<file path="config.mk">
export PLATFORM = sky130hd
export DESIGN_NAME = clock_switch
export DESIGN_NICKNAME = d
export VERILOG_FILES = /design/src/hdl/clock_switch_pkg.sv /design/src/hdl/clock_edge_sync.sv /design/src/hdl/clock_switch.sv
export VERILOG_INCLUDE_DIRS = /design/src /design/src/hdl
export SDC_FILE = /design/constraint.sdc
export NUM_CORES = 1
export LEC_CHECK = 0
export ABC_CLOCK_PERIOD_IN_PS = 2000
export BUFFER_PORTS_ARGS = -buffer_cell sky130_fd_sc_hd__buf_2
export CAP_MARGIN = 10
export CORE_UTILIZATION = 40
export CTS_BUF_LIST = sky130_fd_sc_hd__clkbuf_8
export DETAILED_ROUTE_END_ITERATION = 10
export PLACE_DENSITY = 0.67
export SLEW_MARGIN = 20
export SYNTH_ARGS = -nofsm -noshare
export SYNTH_HDL_FRONTEND = slang
export SYNTH_HIERARCHICAL = 1
export SYNTH_SLANG_ARGS = --single-unit
</file>
<file path="constraint.sdc">
create_clock -name pclk -period 2 [get_ports pclk]
set_input_delay 0 -clock pclk [delete_from_list [all_inputs] [get_ports pclk]]
set_output_delay 0 -clock pclk [all_outputs]
set_load 0.02 [all_outputs]
</file>
<file path="src/hdl/clock_switch_params.svh">
// constants for the glitch-free clock selector: register map, field
// positions, reset values and timing counts
// assumes a 20 MHz pclk and 32-bit APB data with one word per register
`ifndef CLOCK_SWITCH_PARAMS_SVH
`define CLOCK_SWITCH_PARAMS_SVH

// register byte addresses
`define ADDR_W 12
`define CTRL_ADDR 12'h000
`define STATUS_ADDR 12'h004

// control word fields
`define CTRL_SELECT_BIT 0
`define CTRL_FORCE_BIT 1
`define CTRL_GATE_EN_BIT 2
`define CTRL_GATE_LEVEL_BIT 3
`define CTRL_POWER_DOWN_N_BIT 4

// control reset values: input a, no force, outputs enabled, running
`define SELECT_RESET 1'b0
`define FORCE_RESET 1'b0
`define GATE_EN_RESET 1'b1
`define GATE_LEVEL_RESET 1'b0
`define POWER_DOWN_N_RESET 1'b1

// status word fields
`define STAT_ACTIVE_BIT 0
`define STAT_DRAIN_BIT 1
`define STAT_PARK_BIT 2
`define STAT_CLK_BIT 3
`define STAT_ALIVE_A_BIT 4
`define STAT_ALIVE_B_BIT 5

// switchover bounds, in cycles of the input clocks
`define DRAIN_MAX_CYCLES 2'h3
`define PARK_MAX_CYCLES 2'h3

// an input with no edge for this long is reported dead
`define PCLK_PERIOD_NS 50
`define DEAD_TIME_NS 1000
`define DEAD_CYCLES ((`DEAD_TIME_NS + `PCLK_PERIOD_NS - 1) / `PCLK_PERIOD_NS)

`endif

</file>
<file path="src/hdl/clock_switch_pkg.sv">
// types shared by the clock selector and its input samplers
// assumes nothing beyond the compile order: before the modules
package clock_switch_pkg;

    // switchover sequencer states
    typedef enum logic [1:0] {SW_RUN, SW_DRAIN, SW_PARK} switch_state_e;

    // small edge counter for drain and park phases
    typedef logic [1:0] cycle_cnt_t;

    // idle counter for the activity watchdog
    typedef logic [5:0] idle_cnt_t;

endpackage

</file>
<file path="src/hdl/clock_edge_sync.sv">
// samples one input clock into pclk: two-flop synchroniser, edge pulses
// and an activity watchdog
// assumes the input clock is well below half of pclk
`timescale 1ns/10ps
`include "clock_switch_params.svh"

module clock_edge_sync (
    input wire logic pclk,
    input wire logic presetn,
    input wire logic clk_raw,
    output logic level,
    output logic rise,
    output logic fall,
    output logic alive
);

    logic sync1_ff, sync2_ff, level_ff, rise_ff, fall_ff, alive_ff;
    logic nxt_rise, nxt_fall, nxt_alive;
    clock_switch_pkg::idle_cnt_t idle_ff, nxt_idle;

    ////////////////////////////////////////////////////////////////////////
    // edges seen on the second flop only; the first one is metastable
    always_comb begin
        nxt_rise = sync2_ff & ~level_ff;
        nxt_fall = ~sync2_ff & level_ff;
        nxt_idle = idle_ff;
        if (nxt_rise | nxt_fall) begin
            nxt_idle = '0;
        end else if (idle_ff != 6'(`DEAD_CYCLES)) begin
            nxt_idle = idle_ff + 6'h01; // saturates at the dead limit
        end
        nxt_alive = (nxt_idle != 6'(`DEAD_CYCLES));
    end

    // registers only
    always_ff @(posedge pclk or negedge presetn) begin
        if (!presetn) begin
            sync1_ff <= 1'b0;
            sync2_ff <= 1'b0;
            level_ff <= 1'b0;
            rise_ff <= 1'b0;
            fall_ff <= 1'b0;
            idle_ff <= '0;
            alive_ff <= 1'b0;
        end else begin
            sync1_ff <= clk_raw;
            sync2_ff <= sync1_ff;
            level_ff <= sync2_ff;
            rise_ff <= nxt_rise;
            fall_ff <= nxt_fall;
            idle_ff <= nxt_idle;
            alive_ff <= nxt_alive;
        end
    end

    assign level = level_ff;
    assign rise = rise_ff;
    assign fall = fall_ff;
    assign alive = alive_ff;

endmodule

</file>
<file path="src/hdl/clock_switch.sv">
// glitch-free two-input clock selector with forced select, output gating
// and power-down, all controls in an APB register file
// assumes input clocks are slow enough to be oversampled by pclk; the
// output pair is a pclk-timed copy of the selected input
// limitation: output edges move by up to one pclk, and input levels
// shorter than one pclk period can be missed
//
// Functional notes
// - on a select change, park output low at its falling edge within three cycles
// - stay parked at most three new-clock cycles, resume on a new rising edge
// - selected input dead: controller toggles select and forces; output restarts
// - unselected input dead: controller forces select; output restarts on chosen input
// - while forced and running, a select change waits; the old input drives the output until force is released
// - force assertion drives the output low at once, then restarts on selected input
// - in power-down both output legs are pulled high, zero differential
// - gated-off outputs sit at the level chosen by gate level
//
// Register access over APB and the register offsets were left to the implementer.
`timescale 1ns/10ps
`include "clock_switch_params.svh"

module clock_switch (
    input wire logic pclk,
    input wire logic presetn,
    input wire logic psel,
    input wire logic penable,
    input wire logic pwrite,
    input wire logic [`ADDR_W-1:0] paddr,
    input wire logic [31:0] pwdata,
    output logic [31:0] prdata,
    output logic pready,
    output logic pslverr,
    input wire logic clk_in_a,
    input wire logic clk_in_b,
    output logic clock_output_pair_p,
    output logic clock_output_pair_n
);

    ////////////////////////////////////////////////////////////////////////
    // helpers

    // true when the bus address hits a register word
    function automatic logic reg_hit(input logic [`ADDR_W-1:0] addr,
                                     input logic [`ADDR_W-1:0] offs);
        reg_hit = (addr == offs);
    endfunction

    // picks the signal of input b when sel is high
    function automatic logic pick(input logic sel, input logic a, input logic b);
        pick = sel ? b : a;
    endfunction

    ////////////////////////////////////////////////////////////////////////
    // input samplers

    logic lvl_a, rise_a, fall_a, alive_a;
    logic lvl_b, rise_b, fall_b, alive_b;

    // one sampler per input; drain and park counts are in their edges
    clock_edge_sync sync_a (
        .pclk(pclk),
        .presetn(presetn),
        .clk_raw(clk_in_a),
        .level(lvl_a),
        .rise(rise_a),
        .fall(fall_a),
        .alive(alive_a)
    );

    clock_edge_sync sync_b (
        .pclk(pclk),
        .presetn(presetn),
        .clk_raw(clk_in_b),
        .level(lvl_b),
        .rise(rise_b),
        .fall(fall_b),
        .alive(alive_b)
    );

    ////////////////////////////////////////////////////////////////////////
    // apb slave and control register

    logic pready_ff, pslverr_ff, nxt_pready, nxt_pslverr;
    logic [31:0] prdata_ff, nxt_prdata;
    logic select_ff, force_ff, gate_en_ff, gate_level_ff, power_down_n_ff;
    logic nxt_select, nxt_force, nxt_gate_en, nxt_gate_level, nxt_power_down_n;
    logic setup_phase, access_done, addr_ok;
    logic [31:0] ctrl_word, status_word;

    // sequencer state declared here because the status word reads it
    clock_switch_pkg::switch_state_e state_ff, nxt_state;
    logic active_ff, clk_ff;

    // words as software sees them; unused bits read zero
    always_comb begin
        ctrl_word = 32'h0000_0000;
        ctrl_word[`CTRL_SELECT_BIT] = select_ff;
        ctrl_word[`CTRL_FORCE_BIT] = force_ff;
        ctrl_word[`CTRL_GATE_EN_BIT] = gate_en_ff;
        ctrl_word[`CTRL_GATE_LEVEL_BIT] = gate_level_ff;
        ctrl_word[`CTRL_POWER_DOWN_N_BIT] = power_down_n_ff;
        status_word = 32'h0000_0000;
        status_word[`STAT_ACTIVE_BIT] = active_ff;
        status_word[`STAT_DRAIN_BIT] = (state_ff == clock_switch_pkg::SW_DRAIN);
        status_word[`STAT_PARK_BIT] = (state_ff == clock_switch_pkg::SW_PARK);
        status_word[`STAT_CLK_BIT] = clk_ff;
        status_word[`STAT_ALIVE_A_BIT] = alive_a;
        status_word[`STAT_ALIVE_B_BIT] = alive_b;
    end

    // answer is prepared in the setup cycle so every bus output is a flop;
    // costs nothing, the access phase still ends after one cycle
    always_comb begin
        setup_phase = psel & ~penable;
        access_done = psel & penable & pready_ff;
        addr_ok = reg_hit(paddr, `CTRL_ADDR) | reg_hit(paddr, `STATUS_ADDR);
        nxt_pready = setup_phase;
        nxt_pslverr = setup_phase & ~addr_ok; // unmapped address
        nxt_prdata = prdata_ff;
        if (setup_phase) begin
            nxt_prdata = 32'h0000_0000;
            if (!pwrite && reg_hit(paddr, `CTRL_ADDR)) begin
                nxt_prdata = ctrl_word;
            end else if (!pwrite && reg_hit(paddr, `STATUS_ADDR)) begin
                nxt_prdata = status_word;
            end
        end
        nxt_select = select_ff;
        nxt_force = force_ff;
        nxt_gate_en = gate_en_ff;
        nxt_gate_level = gate_level_ff;
        nxt_power_down_n = power_down_n_ff;
        // status writes complete without error and change nothing
        // write lands on the completing access edge only
        if (access_done && pwrite && reg_hit(paddr, `CTRL_ADDR)) begin
            nxt_select = pwdata[`CTRL_SELECT_BIT];
            nxt_force = pwdata[`CTRL_FORCE_BIT];
            nxt_gate_en = pwdata[`CTRL_GATE_EN_BIT];
            nxt_gate_level = pwdata[`CTRL_GATE_LEVEL_BIT];
            nxt_power_down_n = pwdata[`CTRL_POWER_DOWN_N_BIT];
        end
    end

    // registers only
    always_ff @(posedge pclk or negedge presetn) begin
        if (!presetn) begin
            pready_ff <= 1'b0;
            pslverr_ff <= 1'b0;
            prdata_ff <= 32'h0000_0000;
            select_ff <= `SELECT_RESET;
            force_ff <= `FORCE_RESET;
            gate_en_ff <= `GATE_EN_RESET;
            gate_level_ff <= `GATE_LEVEL_RESET;
            power_down_n_ff <= `POWER_DOWN_N_RESET;
        end else begin
            pready_ff <= nxt_pready;
            pslverr_ff <= nxt_pslverr;
            prdata_ff <= nxt_prdata;
            select_ff <= nxt_select;
            force_ff <= nxt_force;
            gate_en_ff <= nxt_gate_en;
            gate_level_ff <= nxt_gate_level;
            power_down_n_ff <= nxt_power_down_n;
        end
    end

    ////////////////////////////////////////////////////////////////////////
    // switchover sequencer

    logic force_d_ff, nxt_force_d, nxt_active, nxt_clk, force_rise;
    logic act_lvl, act_rise, act_fall, act_alive, new_rise;
    clock_switch_pkg::cycle_cnt_t cnt_ff, nxt_cnt;

    // one pass computes the next sequencer state and the internal clock
    always_comb begin
        act_lvl = pick(active_ff, lvl_a, lvl_b);
        act_rise = pick(active_ff, rise_a, rise_b);
        act_fall = pick(active_ff, fall_a, fall_b);
        act_alive = pick(active_ff, alive_a, alive_b);
        new_rise = pick(select_ff, rise_a, rise_b);
        // force acts on its edge only, so holding it high freezes the choice in run, not while parked
        force_rise = force_ff & ~force_d_ff;
        nxt_force_d = force_ff;
        nxt_state = state_ff;
        nxt_active = active_ff;
        nxt_cnt = cnt_ff;
        nxt_clk = clk_ff;
        if (force_rise) begin
            // low at once, a short pulse may be cut; restart on select
            nxt_clk = 1'b0;
            nxt_active = select_ff;
            nxt_cnt = '0;
            nxt_state = clock_switch_pkg::SW_PARK;
        end else begin
            unique case (state_ff)
                clock_switch_pkg::SW_RUN: begin
                    nxt_clk = act_lvl; // only the active input reaches the output
                    // while forced a select change waits until force is released
                    if (!force_ff && (select_ff != active_ff)) begin
                        nxt_cnt = '0;
                        nxt_state = clock_switch_pkg::SW_DRAIN;
                    end
                end
                clock_switch_pkg::SW_DRAIN: begin
                    // park on the old clock's fall; a dead old clock is not waited for
                    if (act_fall || !clk_ff || !act_alive || (cnt_ff == `DRAIN_MAX_CYCLES)) begin
                        nxt_clk = 1'b0;
                        nxt_active = select_ff;
                        nxt_cnt = '0;
                        nxt_state = clock_switch_pkg::SW_PARK;
                    end else begin
                        nxt_clk = act_lvl;
                        if (act_rise) begin
                            nxt_cnt = cnt_ff + 2'h1;
                        end
                    end
                end
                clock_switch_pkg::SW_PARK: begin
                    nxt_clk = 1'b0;
                    if (select_ff != active_ff) begin
                        // select moved again before restart: restart the count
                        nxt_active = select_ff;
                        nxt_cnt = '0;
                    end else if (new_rise) begin
                        if (cnt_ff == (`PARK_MAX_CYCLES - 2'h1)) begin
                            nxt_clk = 1'b1;
                            nxt_state = clock_switch_pkg::SW_RUN;
                        end else begin
                            nxt_cnt = cnt_ff + 2'h1;
                        end
                    end
                end
                default: begin
                    // unused state code: park low, then restart on the selected input
                    nxt_clk = 1'b0;
                    nxt_active = select_ff;
                    nxt_cnt = '0;
                    nxt_state = clock_switch_pkg::SW_PARK;
                end
            endcase
        end
    end

    // registers only
    always_ff @(posedge pclk or negedge presetn) begin
        if (!presetn) begin
            state_ff <= clock_switch_pkg::SW_RUN;
            active_ff <= `SELECT_RESET;
            cnt_ff <= '0;
            clk_ff <= 1'b0;
            force_d_ff <= 1'b0;
        end else begin
            state_ff <= nxt_state;
            active_ff <= nxt_active;
            cnt_ff <= nxt_cnt;
            clk_ff <= nxt_clk;
            force_d_ff <= nxt_force_d;
        end
    end

    ////////////////////////////////////////////////////////////////////////
    // output pair: power-down over gating over the running clock

    logic out_p_ff, out_n_ff, nxt_out_p, nxt_out_n;

    // gating is not synchronised to the clock, so it can cut a pulse short
    always_comb begin
        // power-down first: both legs high whatever the gate says
        if (!power_down_n_ff) begin
            nxt_out_p = 1'b1;
            nxt_out_n = 1'b1;
        end else if (!gate_en_ff) begin
            nxt_out_p = gate_level_ff;
            nxt_out_n = ~gate_level_ff;
        end else begin
            nxt_out_p = clk_ff;
            nxt_out_n = ~clk_ff;
        end
    end

    // registers only; reset shows gate-enabled low clock
    always_ff @(posedge pclk or negedge presetn) begin
        if (!presetn) begin
            out_p_ff <= 1'b0;
            out_n_ff <= 1'b1;
        end else begin
            out_p_ff <= nxt_out_p;
            out_n_ff <= nxt_out_n;
        end
    end

    ////////////////////////////////////////////////////////////////////////
    // port drive

    assign prdata = prdata_ff;
    assign pready = pready_ff;
    assign pslverr = pslverr_ff;
    assign clock_output_pair_p = out_p_ff;
    assign clock_output_pair_n = out_n_ff;

endmodule

</file>
# Yosys cells after proc, flatten, opt, wreduce, memory -nomap -nowiden
# Index checks and enable logic that the tools add are counted.
dict set report classes {
  add_sub_neg 3
  eq_ne 20
  n_mux 40
  bitwise_logic 21
  n_reduce_logical 17
}
# cell count
set ops {}
lappend ops {{two-way mux 6 bit} 6}
lappend ops {{two-way mux 2 bit} 13}
lappend ops {{!= test 6 x 5 -> 1 bit, second input constant} 4}
lappend ops {{two-way mux 1 bit} 17}
lappend ops {{adder 6 x 1 -> 6 bit, second input constant} 2}
lappend ops {{equality test 12 x 3 -> 1 bit, second input constant} 1}
lappend ops {{zero test 12 bit} 1}
lappend ops {{!= test 3 x 1 -> 1 bit, second input constant} 4}
lappend ops {{one-hot mux 2 bit (3 select lines)} 2}
lappend ops {{AND 1 bit} 9}
lappend ops {{inverter 1 bit} 9}
lappend ops {{!= test 4 x 1 -> 1 bit, second input constant} 2}
lappend ops {{equality test 2 bit, second input constant} 3}
lappend ops {{!= test 3 bit, second input constant} 2}
lappend ops {{one-hot mux 1 bit (3 select lines)} 2}
lappend ops {{logical AND 1 bit} 5}
lappend ops {{AND reduction 5 bit} 1}
lappend ops {{zero test 1 bit} 4}
lappend ops {{!= test 4 bit, second input constant} 1}
lappend ops {{AND reduction 4 bit} 1}
lappend ops {{logical OR 1 bit} 3}
lappend ops {{bitwise OR 1 bit} 3}
lappend ops {{AND reduction 3 bit} 1}
lappend ops {{adder 2 x 1 -> 2 bit, second input constant} 1}
lappend ops {{other kinds (4)} 4}
dict set report totals {
  ff_bits 72
  inputBits 51
  out_inout_bits 36
  wordCells 130
}

# Depth between registers and ports, before layout
dict set report logic_depth {
  word_depth 7
  mapped_depth 6
  mapped_depth_nobuf 6
}

# Hierarchy
# Netlist, hierarchy kept.
# mod n_inst cells_each area_each_um2 seq_area_each_um2
set by_module_without_submodules {}
lappend by_module_without_submodules {clock_switch 1 130 1441.4 554.3}
lappend by_module_without_submodules {{clock_edge_sync (sync_a)} 1 51 586.8 300.3}
lappend by_module_without_submodules {{clock_edge_sync (sync_b)} 1 46 554.3 300.3}

# Least setup slack after synthesis
# No wires, ideal clock.
dict set report synth_path {
  path_type {register -> register}
  startpoint {reg active_ff}
  endpoint {reg active_ff}
  arrival_time_ps 1404
  t_required_ps 1875
  slack_ps 471
  stages_incl_launch_ff 6
  synth_period_minus_slack_ps 1529
  path_cell_list {dfrtp_1 -> clkbuf_8 -> or3b_4 -> a21oi_4 -> o21ai_2 -> mux2_2}
}
dict set report synth_via {
  elab_chain_cells 6
}
# element line
set synth_rtl {}
lappend synth_rtl {{start: declaration} clock_switch.sv:92} ;# logic active_ff, clk_ff;
lappend synth_rtl {{start signal: assignment} clock_switch.sv:248} ;# active_ff <= `SELECT_RESET;
lappend synth_rtl {{start signal: assignment} clock_switch.sv:254} ;# active_ff <= nxt_active;
lappend synth_rtl {{two-way mux 1 bit} clock_switch.sv:50} ;# pick = sel ? b : a;
lappend synth_rtl {{logical OR 1 bit / zero test 1 bit (equally long branches)} clock_switch.sv:206} ;# if (act_fall || !clk_ff || !act_alive || (cnt_ff == `DRAIN_MAX_CYCLES)) begin
lappend synth_rtl {{logical OR 1 bit (2 in a row)} clock_switch.sv:206}
lappend synth_rtl {{!= test 3 x 1 -> 1 bit (no source line)} --}
lappend synth_rtl {{AND reduction 3 bit (no source line) *} --}
# Mark *: on every way between the ends. The rest lies on a longest branch, timed or not.
# A chain may end at the register's enable or synchronous reset.

# Worst setup path after layout
dict set report layout_path {
  startpoint {reg state_ff[0]}
  endpoint {reg cnt_ff[1]}
}
dict set report layout_via {
  elab_chain_cells 3
}
# element line
set layout_rtl {}
lappend layout_rtl {{start: declaration} clock_switch.sv:91} ;# clock_switch_pkg::switch_state_e state_ff, nxt_state;
lappend layout_rtl {{start signal: assignment} clock_switch.sv:247} ;# state_ff <= clock_switch_pkg::SW_RUN;
lappend layout_rtl {{start signal: assignment} clock_switch.sv:253} ;# state_ff <= nxt_state;
lappend layout_rtl {{equality test 2 bit (tied with other cells)} clock_switch.sv:195} ;# unique case (state_ff)
lappend layout_rtl {{!= test 4 bit (no source line) (tied with other cells)} --}
lappend layout_rtl {{AND reduction 4 bit (no source line) / two-way mux 2 bit (equally long branches)} --}
lappend layout_rtl {{end signal: assignment} clock_switch.sv:255} ;# cnt_ff <= nxt_cnt;
lappend layout_rtl {{end: declaration} clock_switch.sv:172} ;# clock_switch_pkg::cycle_cnt_t cnt_ff, nxt_cnt;
# Parallel ways exist; a longest one is shown, timed or not.

==> flow_summary.ini <==
[pwr]
power.leakage_nw = 1.40
p_per_area_mw_per_mm2 = 767
irDropWorstVdd_mv = 0.330

[floorplan]
die-area_sq_mm = 0.00678
die_y_microns = 82.4
fp.dieW_microns = 82.4
start_util_pct = 42.6
row_count = 28
ios = 87
placeableCoreArea_sq_mm = 0.00606

[sta]
grt_setup_unrepaired = false
finalSetupTns_ps = 0
timing.slew.headroom_pct = 61.6
hold_viol = 0
tightestPinTransition_ps = 576
final-max-slew-violation-count = 0
final-setup-viol-count = 0
clock_skew_ps = 3.98
period_utilization_post_route_pct = 86.3
max_clock_freq_ghz = 0.579
holdWs_ps = 24.5
final.min_clock_period_ps = 1730

[clocking]
cts_tree = done
clock_network_latency_to_the_later_pin_of_the_worst_skew_pair_ps = 300
clock-sinks = 46
cts.reportedPaths.clkPinSlew_ps = 80
cts-buffers-inserted = 5
ctsHtreeMaxLevel = 2
cts_max_path_buffers = 2
cts-resized-gates = 0
clock-root-buffer = sky130_fd_sc_hd__clkbuf_8

[routing]
detail_route.iter0.violations = 64
wl_per_cell_microns = 12.2
drt-vias-per-instance = 4.85
route.detailed.drc = 0
detail_route.first_pass.iterations = 4
remaining_antenna_violation_count = 0
detail_route.wirelength_microns = 4250
routed_vias = 1694

[layout]
antenna-diode-count = 0
number_of_nets_in_the_layout = 338
area_delta_synth_final_pct = 12.5
drive_above_1_share_pct = 25.9
final.fill_count = 549

[global_route]
leftover_overflow_at_the_end_of_global_routing = 0
grt_util_all_layers_pct = 13.9
antenna_found_initial = 0
maximum_number_of_pins_on_one_net_before_global_route_repair = 47
grt_first_pass_wirelength_microns = 7020
first_global_vias = 1578

[synthesis]
yosysWarnings = 6
synth_cells = 227
synth_edf_count = 0
netlist_area_sq_mm = 0.00258
ys_dominant_reg_cell = sky130_fd_sc_hd__dfrtp_1
synth_top_family_by_area = simple AND/OR/NAND/NOR gates
post_synth_and_or_nand_nor_area_fraction_pct = 17.1
synth.distinct_cells = 61
yosys.area.top_type_share_pct = 41.7
synthDominantAreaCellType = sky130_fd_sc_hd__dfrtp_1
synth.mux.area_fraction_pct = 5.47
synth_area_per_cell_sq_um = 11.4
synth-compound-area-share_pct = 10.5
yosys.area_share.xor_xnor_pct = 3.73
ys_seq_elements = 46
synth.area.top_cells = sky130_fd_sc_hd__dfrtp_1 (42%), sky130_fd_sc_hd__buf_4 (7.6%), sky130_fd_sc_hd__ha_1 (6.8%), sky130_fd_sc_hd__mux2_2 (3.9%), sky130_fd_sc_hd__dfstp_2 (3.1%)
synth_adder_area_share_pct = 6.78
synth-seq-area-share_pct = 44.7
fraction_of_synthesis_flops_using_an_asynchronous_set_or_reset_pin_pct = 100

[critical_path]
startpoint_type_of_the_worst_setup_path = register
critPathCaptureType = register
req_time_crit_path_ps = 2220
rr_startpoint = state_ff[0]
crit_type = register to register
crit_arrival_ps = 1950
crit_path_start = state_ff[0]
critical_path.max_fanout = 6

[placed_design]
place_hpwl_microns = 3100
port-buffer-count = 33
gp_congestion = 0.808

[flow_run]
cap_violations = 0

[min_path]
hold_wc_startpoint = paddr[10]
min_path_type = input port to register

[outcome]
run_status = completed
[where the power goes]
part / switching (mW) / internal, mW
clock: 0.303 / 0.274
sequential: 0.0733 / 1.00
combinational: 0.314 / 0.260
[synthesized netlist by cell type (all sizes together) (3+ instances only)]
cell type / n
a211oi: 3
a221o: 5
and2: 10
and3: 5
buf: 28
dfrtp: 43
dfstp: 3
ha: 14
inv: 19
mux2: 9
mux2i: 4
nand2: 5
nand2b: 4
nand3: 7
nand4b: 3
nor2b: 3
nor3: 3
nor4: 4
o21ai: 11
xnor2: 7
xor2: 4
[cell usage in the layout (no fill, tap or decap), types with 7 or more instances in the layout]
master / synthesis / routed
sky130_fd_sc_hd__ha_1: 14 / 14
sky130_fd_sc_hd__buf_2: 1 / 33
sky130_fd_sc_hd__dfrtp_1: 43 / 43
sky130_fd_sc_hd__conb_1: 1 / 26
sky130_fd_sc_hd__inv_1: 19 / 20
sky130_fd_sc_hd__o21ai_0: 9 / 9
sky130_fd_sc_hd__xnor2_1: 7 / 7
sky130_fd_sc_hd__dlygate4sd3_1: 0 / 10
sky130_fd_sc_hd__mux2_2: 9 / 9
[cells by family (layout without fill, tap and decap cells)]
logic type,Yosys count,count (layout)
buffers and inverters,49,71
adders and majority gates,14,14
AOI/OAI and AO/OA,34,34
DFF,46,46
muxes,13,13
other,1,26
xor gates and xnor gates,11,11
and+or+nand+nor,59,59
[flip-flops by register name (all words and copies together), names as in the netlist, 2 cells and up]
register	cells
state_ff	2
prdata	6
cnt_ff	2
sync_b/idle_ff	6
sync_a/idle_ff	6
[per-stage QoR]
| step | area, sq um | worst slack, ps | std cells | utilization (%) | power (mW) |
|---|---|---|---|---|---|
| floorplan | 2680 | 471 | 252 | - | 1.55 |
| finish | 2910 | 273 | 349 | 47.9 | 2.23 |
| global route | 2910 | 116 | 349 | 47.9 | 2.39 |
| global placement | 2710 | 320 | 331 | 44.8 | 1.64 |
| CTS | 2910 | 262 | 349 | 47.9 | 2.26 |
| detailed placement | 2710 | 276 | 331 | 44.8 | 1.66 |
[critical path: stages, from the launching register on]
cell and delay, ps:
sky130_fd_sc_hd__dfrtp_1 400, sky130_fd_sc_hd__inv_1 90, sky130_fd_sc_hd__ha_1 270, sky130_fd_sc_hd__nand3_1 100
sky130_fd_sc_hd__o21ai_0 110, sky130_fd_sc_hd__a311oi_1 420, sky130_fd_sc_hd__mux2i_1 250
[final timing paths]
check	slack, ps	cells after the start	end
hold reg to reg	350	0	sync_a/sync2_ff
max in group asynchronous	1300	3	power_down_n_ff
hold / removal	20	3	pslverr
setup reg to reg	270	6	cnt_ff[1]
min in group asynchronous	310	3	cnt_ff[0]
setup / recovery	270	6	cnt_ff[1]
[per-layer routing]
layer / track usage, % / wire (microns) / part of all wire (%) / up-vias
met5: 0 / 0 / 0 / -
li1: - / - / - / 829
met1: 17.4 / 1930 / 45 / 810
met2: 22.6 / 2030 / 48 / 48
met4: 5.79 / 79 / 1.9 / 0
met3: 3.41 / 214 / 5.0 / 7
[repair_timing]
item	in CTS	in global routing
endpoints found under the hold margin	51	0
buffers inserted	0	0
hold buffers	10	0
[layout make-up]
type                       count  area, sq um  area share (%)
clock buffer                   6         82.6            2.84
clock inverter                 2         8.76           0.301
inverter                      19         71.3            2.45
multi-input combinational    157         1220            42.0
sequential                    46         1150            39.8
tap                           75         93.8            3.23
timing repair buffer          44          273            9.39
Note: power is estimated with default switching activity, not from simulation.
